## config.mk

```make
export PLATFORM = sky130hd
export DESIGN_NAME = adm_io_mapper
export DESIGN_NICKNAME = d
export VERILOG_FILES = /design/src/rtl/adm_pkg.sv /design/src/rtl/adm_din_filter.sv /design/src/rtl/adm_dout_select.sv /design/src/rtl/adm_io_mapper.sv
export SDC_FILE = /design/constraint.sdc
export NUM_CORES = 1
export LEC_CHECK = 0
export ABC_AREA = 1
export BUFFER_PORTS_ARGS = -buffer_cell sky130_fd_sc_hd__buf_2
export CAP_MARGIN = 20
export CORE_MARGIN = 3
export CORE_UTILIZATION = 30
export CTS_CLUSTER_SIZE = 28
export DETAILED_ROUTE_END_ITERATION = 10
export GPL_TIMING_DRIVEN = 0
export PLACE_DENSITY_LB_ADDON = 0.25
export SLEW_MARGIN = 20
export SYNTH_ARGS = -nofsm -noshare
export SYNTH_HDL_FRONTEND = slang
export SYNTH_SLANG_ARGS = --single-unit
```

## constraint.sdc

```tcl
create_clock -name coreClk -period 2.25 [get_ports coreClk]
set_clock_uncertainty 0.15 [all_clocks]
set_input_delay 0.1125 -clock coreClk [delete_from_list [all_inputs] [get_ports coreClk]]
set_output_delay 0.1125 -clock coreClk [all_outputs]
set_load 0.005 [all_outputs]
```

## src/rtl/adm_pkg.sv

```systemverilog
/*
  adm_pkg: constants, field layouts and types shared by the auxiliary
  digital i/o mapper and its channel modules.
  assumes a single 100 MHz core clock and an APB register bus.
*/
package adm_pkg;

  // clock and timing
  localparam int unsigned CLK_HZ          = 100_000_000;
  localparam int unsigned MS_PER_S        = 1000;
  localparam int unsigned US_PER_S        = 1_000_000;
  localparam int unsigned MS_CYCLES       = CLK_HZ / MS_PER_S;
  localparam int unsigned STROBE_WIDTH_US = 100;
  localparam int unsigned STROBE_CYCLES   =
    (CLK_HZ / US_PER_S) * STROBE_WIDTH_US;
  localparam int unsigned FILTER_MAX_MS   = 10_000_000;

  // sizes
  localparam int NUM_DIN   = 3;
  localparam int NUM_DOUT  = 4;
  localparam int FILT_W    = 24;
  localparam int ACT_W     = 4;
  localparam int NUM_COND  = 7;

  // register byte addresses
  localparam logic [7:0] ADDR_DOUT_CFG  = 8'h00;
  localparam logic [7:0] ADDR_DIN_FILT0 = 8'h04;
  localparam logic [7:0] DIN_FILT_STEP  = 8'h04;
  localparam logic [7:0] ADDR_DIN_ACT   = 8'h10;
  localparam logic [7:0] ADDR_CTRL      = 8'h14;
  localparam logic [7:0] ADDR_STATUS    = 8'h18;

  // output config field: per output one byte
  localparam int DOUT_FIELD_W = 8;
  localparam int DOUT_FUNC_W  = 4;
  localparam int DOUT_INV_BIT = 4;
  // action field: per input one byte, rising low nibble
  localparam int ACT_FIELD_W  = 8;
  localparam int ACT_FALL_LSB = 4;

  // control register bits
  localparam int CTRL_W         = 8;
  localparam int CTRL_STB_TRANS = 0;
  localparam int CTRL_STB_OUT   = 1;
  localparam int CTRL_STB_SRC   = 2;
  localparam int CTRL_RMT_LSB   = 3;
  localparam int CTRL_TRIG_EN   = 5;
  localparam int CTRL_TRIG_AUTO = 6;
  localparam int CTRL_TRIG_SKIP = 7;

  // status register bits
  localparam int STAT_DIN_LSB   = 0;
  localparam int STAT_DOUT_LSB  = 3;
  localparam int STAT_RELAY     = 7;
  localparam int STAT_PIN_LSB   = 8;

  // condition vector positions
  localparam int COND_FAULT    = 0;
  localparam int COND_PHASE    = 1;
  localparam int COND_OUTSTATE = 2;
  localparam int COND_PROGRAM  = 3;
  localparam int COND_REMOTE   = 4;
  localparam int COND_TRANS    = 5;
  localparam int COND_COUPLING = 6;

  // reset values: every output fixed low, nothing enabled
  localparam logic [31:0]       DOUT_CFG_RST = 32'h03030303;
  localparam logic [CTRL_W-1:0] CTRL_RST     = 8'h00;

  typedef enum logic [DOUT_FUNC_W-1:0] {
    FN_FAULT        = 4'h0,
    FN_PHASE_CONFIG = 4'h1,
    FN_HIGH         = 4'h2,
    FN_LOW          = 4'h3,
    FN_OUT_STATE    = 4'h4,
    FN_PROGRAM      = 4'h5,
    FN_REMOTE       = 4'h6,
    FN_TRANSIENT    = 4'h7,
    FN_COUPLING     = 4'h8
  } adm_func_e;

  typedef enum logic [1:0] {
    RMT_DISABLED = 2'h0,
    RMT_INHIBIT  = 2'h1,
    RMT_ENABLE   = 2'h2
  } adm_rmt_e;

endpackage

```

## src/rtl/adm_din_filter.sv

```systemverilog
/*
  adm_din_filter: one digital input channel; synchroniser, glitch filter
  in millisecond steps and edge pulses.
  assumes msTick is a one-cycle pulse once per millisecond.
*/
`timescale 1ns/1ps
module adm_din_filter
  import adm_pkg::*;
(
  input  wire logic              coreClk,
  input  wire logic              rst,
  input  wire logic              msTick,
  input  wire logic              pinIn,
  input  wire logic [FILT_W-1:0] filterMs,
  output logic                   level,
  output logic                   risePulse,
  output logic                   fallPulse
);

  typedef struct packed {
    logic              sync1;
    logic              sync2;
    logic              stable;
    logic              rise;
    logic              fall;
    logic [FILT_W-1:0] cnt;
  } adm_din_s;

  adm_din_s s;
  adm_din_s next_s;

  always_comb begin
    next_s       = s;
    next_s.sync1 = pinIn;
    next_s.sync2 = s.sync1;
    next_s.rise  = 1'b0;
    next_s.fall  = 1'b0;
    // a level must persist filterMs whole ticks before it is taken
    if (s.sync2 == s.stable) begin
      next_s.cnt = '0;
    end else if (s.cnt >= filterMs) begin
      next_s.stable = s.sync2;
      next_s.rise   = s.sync2;
      next_s.fall   = !s.sync2;
      next_s.cnt    = '0;
    end else if (msTick) begin
      next_s.cnt = s.cnt + 1'b1;
    end
  end

  always_ff @(posedge coreClk) begin
    if (rst) begin
      s <= '0;
    end else begin
      s <= next_s;
    end
  end

  assign level     = s.stable;
  assign risePulse = s.rise;
  assign fallPulse = s.fall;

endmodule // adm_din_filter

```

## src/rtl/adm_dout_select.sv

```systemverilog
/*
  adm_dout_select: one digital output channel; source selection and
  polarity inversion, registered.
  assumes condition inputs are levels on the core clock.
*/
`timescale 1ns/1ps
module adm_dout_select
  import adm_pkg::*;
(
  input  wire logic                   coreClk,
  input  wire logic                   rst,
  input  wire logic [DOUT_FUNC_W-1:0] func,
  input  wire logic                   invert,
  input  wire logic [NUM_COND-1:0]    cond,
  output logic                        level,
  output logic                        levelN
);

  typedef struct packed {
    logic lvl;
    logic lvlN;
  } adm_dout_s;

  adm_dout_s s;
  adm_dout_s next_s;
  logic      sel;

  always_comb begin
    unique case (adm_func_e'(func))
      FN_FAULT:        sel = cond[COND_FAULT];
      FN_PHASE_CONFIG: sel = cond[COND_PHASE];
      FN_HIGH:         sel = 1'b1;
      FN_LOW:          sel = 1'b0;
      FN_OUT_STATE:    sel = cond[COND_OUTSTATE];
      FN_PROGRAM:      sel = cond[COND_PROGRAM];
      FN_REMOTE:       sel = cond[COND_REMOTE];
      FN_TRANSIENT:    sel = cond[COND_TRANS];
      FN_COUPLING:     sel = cond[COND_COUPLING];
      default:         sel = 1'b0;
    endcase
    next_s.lvl  = sel ^ invert;
    next_s.lvlN = !(sel ^ invert);
  end

  always_ff @(posedge coreClk) begin
    if (rst) begin
      s <= '{lvl: 1'b0, lvlN: 1'b1};
    end else begin
      s <= next_s;
    end
  end

  assign level  = s.lvl;
  assign levelN = s.lvlN;

endmodule // adm_dout_select

```

## src/rtl/adm_io_mapper.sv

```systemverilog
/*
  adm_io_mapper: auxiliary digital i/o of an ac power source; four
  selectable outputs, three filtered edge inputs, strobe output,
  remote relay control and trigger input, configured over APB.
  assumes all condition inputs come from logic on coreClk; pins are
  asynchronous and pass two flip-flops first.
*/
// Design decisions made here: the register offsets and register access over APB.
// Functional notes
// - each output selects one of nine sources
// - fault source: 1 while fault present
// - phase source: 1 single, 0 split/three
// - relay source: 1 when output enabled
// - program source: 1 steady program, 0 manual
// - remote source: 1 remote, 0 local
// - transient source: 1 running, paused, stepping
// - coupling source: 1 transformer, 0 direct
// - per-output invert flips value before pin
// - relay outputs: logic 1 pulls pin low
// - rising edge launches its own action
// - falling edge launches separate own action
// - filter time 0 to 10,000,000 ms
// - pulses shorter than filter are dropped
// - strobe pulses on transient start if enabled
// - strobe pulses on relay close if enabled
// - strobe pulses on parameter change if enabled
// - inhibit: relay closes only with contact closed
// - enable: contact or panel; disabled: ignored
// - trigger_auto_start: trigger starts transient without run
// - trigger_skip_phase: trigger start ignores phase angle
`timescale 1ns/1ps
module adm_io_mapper
  import adm_pkg::*;
#(
  parameter int unsigned MS_CYCLES_P     = MS_CYCLES,
  parameter int unsigned STROBE_CYCLES_P = STROBE_CYCLES
) (
  input  wire logic                      coreClk,
  input  wire logic                      rst,
  // apb slave
  input  wire logic                      psel,
  input  wire logic                      penable,
  input  wire logic                      pwrite,
  input  wire logic [7:0]                paddr,
  input  wire logic [31:0]               pwdata,
  input  wire logic [3:0]                pstrb,
  output logic      [31:0]               prdata,
  output logic                           pready,
  output logic                           pslverr,
  // unit conditions
  input  wire logic                      faultActive,
  input  wire logic                      singlePhase,
  input  wire logic                      outputEnabled,
  input  wire logic                      programActive,
  input  wire logic                      remoteActive,
  input  wire logic                      transientActive,
  input  wire logic                      transformerCoupled,
  input  wire logic                      transientStart,
  input  wire logic                      paramChange,
  input  wire logic                      frontPanelRelay,
  input  wire logic                      transientArmed,
  // pins
  input  wire logic [NUM_DIN-1:0]        digInPin,
  input  wire logic                      remoteContactPin,
  input  wire logic                      trigInPin,
  output logic                           logicLevelOutA,
  output logic                           logicLevelOutB,
  input  wire logic                      relayDriveOutAIn,
  output logic                           relayDriveOutAOut,
  output logic                           relayDriveOutAOeN,
  input  wire logic                      relayDriveOutBIn,
  output logic                           relayDriveOutBOut,
  output logic                           relayDriveOutBOeN,
  output logic                           strobeOut,
  // actions and control towards the unit
  output logic      [NUM_DIN-1:0]        actRise,
  output logic      [NUM_DIN-1:0]        actFall,
  output logic      [NUM_DIN*ACT_W-1:0]  riseAction,
  output logic      [NUM_DIN*ACT_W-1:0]  fallAction,
  output logic                           relayClose,
  output logic                           trigRun,
  output logic                           trigSkipPhase
);

  localparam int MS_W  = $clog2(MS_CYCLES_P + 1);
  localparam int STB_W = $clog2(STROBE_CYCLES_P + 1);
  localparam logic [MS_W-1:0]  MS_LAST  = MS_W'(MS_CYCLES_P - 1);
  localparam logic [STB_W-1:0] STB_LAST = STB_W'(STROBE_CYCLES_P - 1);

  typedef struct packed {
    logic [31:0]                   doutCfg;
    logic [NUM_DIN-1:0][FILT_W-1:0] filt;
    logic [NUM_DIN*ACT_FIELD_W-1:0] act;
    logic [CTRL_W-1:0]             ctrl;
    logic [31:0]                   rdata;
    logic                          ready;
    logic                          slverr;
    logic [MS_W-1:0]               msCnt;
    logic                          msTick;
    logic [STB_W-1:0]              stbCnt;
    logic                          strobe;
    logic                          outEnPrev;
    logic                          trigS1;
    logic                          trigS2;
    logic                          trigPrev;
    logic                          rmtS1;
    logic                          rmtS2;
    logic [1:0]                    pinS1;
    logic [1:0]                    pinS2;
    logic                          relay;
    logic                          run;
    logic                          skip;
  } adm_top_state_s;

  adm_top_state_s s;
  adm_top_state_s next_s;

  logic [NUM_DIN-1:0]  dinLevel;
  logic [NUM_DOUT-1:0] doutLevel;
  logic [NUM_DOUT-1:0] doutLevelN;
  logic [NUM_COND-1:0] cond;
  logic [31:0]         statusWord;
  logic [31:0]         rdMux;
  logic                addrHit;
  logic                stbEvent;
  logic                trigEdge;
  adm_rmt_e            rmtMode;

  function automatic logic [31:0] mergeStrb(input logic [31:0] oldV,
                                            input logic [31:0] newV,
                                            input logic [3:0]  strb);
    logic [31:0] r;
    r = oldV;
    for (int b = 0; b < 4; b++) begin
      if (strb[b]) begin
        r[b*8 +: 8] = newV[b*8 +: 8];
      end
    end
    return r;
  endfunction

  function automatic logic [7:0] filtAddr(input int i);
    return 8'(ADDR_DIN_FILT0 + DIN_FILT_STEP * 8'(i));
  endfunction

  // condition vector shared by all output channels
  assign cond[COND_FAULT]    = faultActive;
  assign cond[COND_PHASE]    = singlePhase;
  assign cond[COND_OUTSTATE] = outputEnabled;
  assign cond[COND_PROGRAM]  = programActive;
  assign cond[COND_REMOTE]   = remoteActive;
  assign cond[COND_TRANS]    = transientActive;
  assign cond[COND_COUPLING] = transformerCoupled;

  genvar g;
  generate
    for (g = 0; g < NUM_DIN; g++) begin : gDin
      adm_din_filter uDin (
        .coreClk   (coreClk),
        .rst       (rst),
        .msTick    (s.msTick),
        .pinIn     (digInPin[g]),
        .filterMs  (s.filt[g]),
        .level     (dinLevel[g]),
        .risePulse (actRise[g]),
        .fallPulse (actFall[g])
      );
      assign riseAction[g*ACT_W +: ACT_W] =
        s.act[g*ACT_FIELD_W +: ACT_W];
      assign fallAction[g*ACT_W +: ACT_W] =
        s.act[g*ACT_FIELD_W + ACT_FALL_LSB +: ACT_W];
    end
    for (g = 0; g < NUM_DOUT; g++) begin : gDout
      adm_dout_select uDout (
        .coreClk (coreClk),
        .rst     (rst),
        .func    (s.doutCfg[g*DOUT_FIELD_W +: DOUT_FUNC_W]),
        .invert  (s.doutCfg[g*DOUT_FIELD_W + DOUT_INV_BIT]),
        .cond    (cond),
        .level   (doutLevel[g]),
        .levelN  (doutLevelN[g])
      );
    end
  endgenerate

  always_comb begin
    statusWord = '0;
    statusWord[STAT_DIN_LSB +: NUM_DIN]   = dinLevel;
    statusWord[STAT_DOUT_LSB +: NUM_DOUT] = doutLevel;
    statusWord[STAT_RELAY]                = s.relay;
    statusWord[STAT_PIN_LSB +: 2]         = s.pinS2;
  end

  // read decode; unmapped addresses answer zero with an error
  always_comb begin
    rdMux   = '0;
    addrHit = 1'b1;
    if (paddr == ADDR_DOUT_CFG) begin
      rdMux = s.doutCfg;
    end else if (paddr == ADDR_DIN_ACT) begin
      rdMux = 32'(s.act);
    end else if (paddr == ADDR_CTRL) begin
      rdMux = 32'(s.ctrl);
    end else if (paddr == ADDR_STATUS) begin
      rdMux = statusWord;
    end else begin
      addrHit = 1'b0;
      for (int i = 0; i < NUM_DIN; i++) begin
        if (paddr == filtAddr(i)) begin
          rdMux   = 32'(s.filt[i]);
          addrHit = 1'b1;
        end
      end
    end
  end

  assign rmtMode  = adm_rmt_e'(s.ctrl[CTRL_RMT_LSB +: 2]);
  assign trigEdge = s.trigS2 && !s.trigPrev;
  assign stbEvent =
    (s.ctrl[CTRL_STB_TRANS] && transientStart) ||
    (s.ctrl[CTRL_STB_OUT] && outputEnabled && !s.outEnPrev) ||
    (s.ctrl[CTRL_STB_SRC] && paramChange);

  always_comb begin
    logic [31:0] w;
    next_s = s;
    w      = '0;

    // apb: answer is prepared in the setup cycle, zero wait states
    next_s.ready  = 1'b0;
    next_s.slverr = 1'b0;
    if (psel && !penable) begin
      next_s.ready  = 1'b1;
      next_s.rdata  = addrHit ? rdMux : '0;
      next_s.slverr = !addrHit;
    end
    if (psel && penable && s.ready && pwrite) begin
      if (paddr == ADDR_DOUT_CFG) begin
        next_s.doutCfg = mergeStrb(s.doutCfg, pwdata, pstrb);
      end else if (paddr == ADDR_DIN_ACT) begin
        w          = mergeStrb(32'(s.act), pwdata, pstrb);
        next_s.act = w[NUM_DIN*ACT_FIELD_W-1:0];
      end else if (paddr == ADDR_CTRL) begin
        w           = mergeStrb(32'(s.ctrl), pwdata, pstrb);
        next_s.ctrl = w[CTRL_W-1:0];
      end
      for (int i = 0; i < NUM_DIN; i++) begin
        if (paddr == filtAddr(i)) begin
          w              = mergeStrb(32'(s.filt[i]), pwdata, pstrb);
          next_s.filt[i] = w[FILT_W-1:0];
        end
      end
    end

    // millisecond tick for the input filters
    next_s.msTick = 1'b0;
    if (s.msCnt == MS_LAST) begin
      next_s.msCnt  = '0;
      next_s.msTick = 1'b1;
    end else begin
      next_s.msCnt = s.msCnt + 1'b1;
    end

    // strobe: fixed-width pulse, a new event restarts it
    next_s.outEnPrev = outputEnabled;
    if (stbEvent) begin
      next_s.strobe = 1'b1;
      next_s.stbCnt = STB_LAST;
    end else if (s.stbCnt != '0) begin
      next_s.stbCnt = s.stbCnt - 1'b1;
    end else begin
      next_s.strobe = 1'b0;
    end

    // pin synchronisers
    next_s.trigS1   = trigInPin;
    next_s.trigS2   = s.trigS1;
    next_s.trigPrev = s.trigS2;
    next_s.rmtS1    = remoteContactPin;
    next_s.rmtS2    = s.rmtS1;
    next_s.pinS1    = {relayDriveOutBIn, relayDriveOutAIn};
    next_s.pinS2    = s.pinS1;

    // output relay permission
    unique case (rmtMode)
      RMT_INHIBIT: next_s.relay = frontPanelRelay && s.rmtS2;
      RMT_ENABLE:  next_s.relay = frontPanelRelay || s.rmtS2;
      RMT_DISABLED: next_s.relay = frontPanelRelay;
      default:     next_s.relay = frontPanelRelay;
    endcase

    // trigger input starts a transient
    next_s.run = trigEdge && s.ctrl[CTRL_TRIG_EN] &&
                 (s.ctrl[CTRL_TRIG_AUTO] || transientArmed);
    if (next_s.run) begin
      next_s.skip = s.ctrl[CTRL_TRIG_SKIP];
    end
  end

  always_ff @(posedge coreClk) begin
    if (rst) begin
      s         <= '0;
      s.doutCfg <= DOUT_CFG_RST;
      s.ctrl    <= CTRL_RST;
    end else begin
      s <= next_s;
    end
  end

  assign prdata         = s.rdata;
  assign pready         = s.ready;
  assign pslverr        = s.slverr;
  assign logicLevelOutA = doutLevel[0];
  assign logicLevelOutB = doutLevel[1];
  // open drain: pin only ever pulled low, enable low while pulling
  assign relayDriveOutAOut = 1'b0;
  assign relayDriveOutBOut = 1'b0;
  assign relayDriveOutAOeN = doutLevelN[2];
  assign relayDriveOutBOeN = doutLevelN[3];
  assign strobeOut      = s.strobe;
  assign relayClose     = s.relay;
  assign trigRun        = s.run;
  assign trigSkipPhase  = s.skip;

endmodule // adm_io_mapper

```

==> impl_metrics.json <==
{
  "timing.hold.worst.class": "primary input to flip-flop",
  "cts_inserted_buffers": 39,
  "synth.cell_area_sq_mm": 0.01584,
  "groute.usage.overall": 0.1906,
  "fin_crit_ns": 2.275,
  "design.portCount": 141,
  "hold_viol": 0,
  "yosys.area_share.xor_xnor": 0.03373,
  "floorplan.initialDensity": 0.3056,
  "grt_pass1_vias": 14384,
  "worst_pin_slew_ns": 1.002,
  "num-nets-final": 2596,
  "critical_path.startpoint": "s[158]",
  "coreArea_sq_mm": 0.05182,
  "tritoncts_num_sinks": 309,
  "synth_compound_area_frac": 0.1568,
  "report.power.total_mw": 13.13,
  "die_y_um": 235.8,
  "path_max_fanout": 7,
  "pwr_density_cell_mw_per_mm2": 670.7,
  "power_leakage_nw": 8.212,
  "setup.worst_path.start_class": "flip-flop",
  "drive_above_1_share": 0.1708,
  "required_ns": 2.54,
  "gp_congestion": 0.8958,
  "highest_attainable_clock_frequency_mhz": 439.5,
  "cap_viol_max_count": 0,
  "tritoncts": "yes",
  "detail_route.drc_violations": 0,
  "routed_wire_length_per_instance_um": 17.44,
  "grt_met1_usage": 0.2654,
  "layout_common_cells": "396 x sky130_fd_sc_hd__nand2_1, 287 x sky130_fd_sc_hd__dfxtp_1, 259 x sky130_fd_sc_hd__nor2_1, 242 x sky130_fd_sc_hd__inv_1, 226 x sky130_fd_sc_hd__a21oi_1",
  "hold_start": "pwrite",
  "globalRoute.busiestLayer": "met2",
  "floorplan.die.width_um": 235.8,
  "port-buffer-count": 136,
  "synth_top_family_by_area": "simple AND/OR/NAND/NOR gates",
  "violations_in_the_final_reports": "setup timing",
  "netlist-cell-type-count": 42,
  "setup_ws_ns": -0.02516,
  "synth.area.mux_share": 0,
  "route.antenna.remaining_nets": 0,
  "core.rowCount": 83,
  "detailedPlacementHpwl_um": 42330,
  "gate_count_of_the_mapped_netlist": 2199,
  "synthToLayoutAreaGrowth_pct": 23.59,
  "clock_tree.root_cell": "sky130_fd_sc_hd__clkbuf_16",
  "grt_util_met3": 0.02823,
  "synth-adder-area-share": 0.06241,
  "max_slew_violation_count": 0,
  "clk_pin_slew_ns": 0.06,
  "syn-mean-instance-area_sq_um": 7.202,
  "detailedRoute.firstPassIterationCount": 7,
  "clock_latency_ns": 0.56,
  "largest_net_degree_at_the_start_of_global_routing": 12,
  "worst-endpoint-arrival_ns": 2.56,
  "run_status": "complete, but fails checks",
  "place_ws_ns": -0.3247,
  "cts_htree_levels": 2,
  "most_frequent_standard_cell_in_the_layout_excluding_fill_and_tap_cells": "sky130_fd_sc_hd__nand2_1",
  "max-clock-path-buffers": 3,
  "worstSetupEndpointType": "flip-flop",
  "reg2reg_from": "s[158]",
  "grt_first_pass_wirelength_um": 83190,
  "dpl.cell_count": 3016,
  "fin_cells": 3157,
  "antenna_cells": 0,
  "timing.setup.critical_path_class": "flip-flop to flip-flop",
  "finalSetupViolCount": 14,
  "global_route_congestion_overflow_total": 0,
  "yosys.area_share.simple": 0.2403,
  "overall_die_area_sq_mm": 0.05559,
  "power.ir.vdd_worst_mv": 0.4558,
  "max-slew-margin-rel": 0.3320,
  "postRouteWirelength_um": 55070,
  "route.detailed.vias_per_inst": 4.900,
  "detailroute.via_count": 15468,
  "antenna_violations_before_repair": 2,
  "drtIter0Drc": 1130,
  "synth_seq_cells": 309,
  "hold_ws_ns": 0.001394,
  "grtUsageMet2": 0.3022,
  "ys_seq_area_frac": 0.3906,
  "ratio_of_final_minimum_period_to_clock_period": 1.011,
  "ys_warn_count": 0
}
[cells in the mapped netlist, drive strengths merged]
master	count	area (sq um)
inv	266	998.5
nand2	405	1540
nor3b	1	7.510
xor2	43	376.6
dfxtp	309	6186
buf	100	716.9
o22ai	8	62.56
nor4	6	37.54
a21o	6	45.04
o21a	3	22.52
nor2	292	1237
a22o	3	26.28
nand3	89	445.4
a211oi	3	22.52
conb	1	3.750
nand3b	4	30.03
o21ai	185	925.9
or2	9	56.31
nand4	40	250.2
xnor2	18	157.7
a21oi	231	1156
o21bai	8	60.06
nor3	37	201.5
o211ai	20	150.1
a31oi	1	12.51
clkbuf	30	112.6
ha	79	988.5
clkinv	2	7.510
[critical path, cell delays in order (launching register included)]
cell and delay [ns]:
sky130_fd_sc_hd__dfxtp_2 0.33, sky130_fd_sc_hd__inv_1 0.05, sky130_fd_sc_hd__ha_1 0.28, sky130_fd_sc_hd__nand2_1 0.09, sky130_fd_sc_hd__nor2_2 0.13, sky130_fd_sc_hd__nand4_1 0.28
sky130_fd_sc_hd__nor2_1 0.21, sky130_fd_sc_hd__nand2_1 0.12, sky130_fd_sc_hd__nand4_1 0.13, sky130_fd_sc_hd__buf_6 0.18, sky130_fd_sc_hd__buf_4 0.15, sky130_fd_sc_hd__a21oi_1 0.05
[kinds of logic (layout without fill, tap and decap cells)]
kind of cell	after synthesis	in the layout
xor gates and xnor gates	61	61
other	1	2
AOI/OAI and AO/OA	468	468
adders and majority gates	79	79
buffers and inverters	398	675
and+or+nand+nor	883	883
DFF	309	309
[registers in the layout, summed over array words and instances (netlist names), 3 cells and up]
signal and cells:
gDout.uDout.level 4, next_s 5, gDin.uDin.level 3, riseAction 12
gDin.uDin.s 75, gDin.uDin.risePulse 3, s 147, fallAction 12
gDin.uDin.fallPulse 3, prdata 32, gDin.uDin.next_s 3
[area by class of cell]
| cell class | instances | area (sq um) |
|---|---|---|
| Timing Repair Buffer | 209 | 1410 |
| Fill cell | 5438 | 32250 |
| Inverter | 268 | 1006 |
| Tap cell | 680 | 850.8 |
| Buffer | 130 | 880.8 |
| Sequential cell | 309 | 6223 |
| Clock buffer | 56 | 1100 |
| Clock inverter | 12 | 118.9 |
| Multi-Input combinational cell | 1493 | 7984 |
[power breakdown]
group | internal (mW) | leakage [nW] | switching [mW]
Sequential | 5.61 | 2.51 | 0.102
Combinational | 0.508 | 5.10 | 0.835
Clock | 3.54 | 0.606 | 2.54
[per-stage QoR]
stage	TNS [ns]	area, sq um	util
floorplan	0	15840	-
finish	-0.2283	19570	0.3777
global placement	-10.87	17370	0.3352
global route	-1.347	19570	0.3777
CTS	-0.4689	19220	0.3709
detailed placement	-12.70	17370	0.3352
[per-layer routing]
metal / vias up / share of wire
met5: - / 0
met4: 0 / 0.030
met3: 90 / 0.061
met2: 500 / 0.44
met1: 7274 / 0.47
li1: 7604 / -
[timing repair]
| action | in CTS | in global routing |
|---|---|---|
| hold buffers | 57 | 0 |
| pin swaps | 3 | 19 |
| setup buffers | 5 | 8 |
| hold endpoints to repair | 160 | 0 |
| gates resized for setup | 6 | 86 |
| endpoints found under the setup margin | 55 | 82 |
| cloned | 0 | 3 |
[path summary, 6_finish.rpt]
path                        endpoint  slack, ns  cells after the start
setup reg to reg  gDin[1].uDin.s[21]      -0.03                     11
hold / removal                s[208]      0.001                      6
hold reg to reg   gDin[1].uDin.s[27]       0.25                      2
setup / recovery  gDin[1].uDin.s[21]      -0.03                     11
Note: power is estimated with default switching activity, not from simulation.
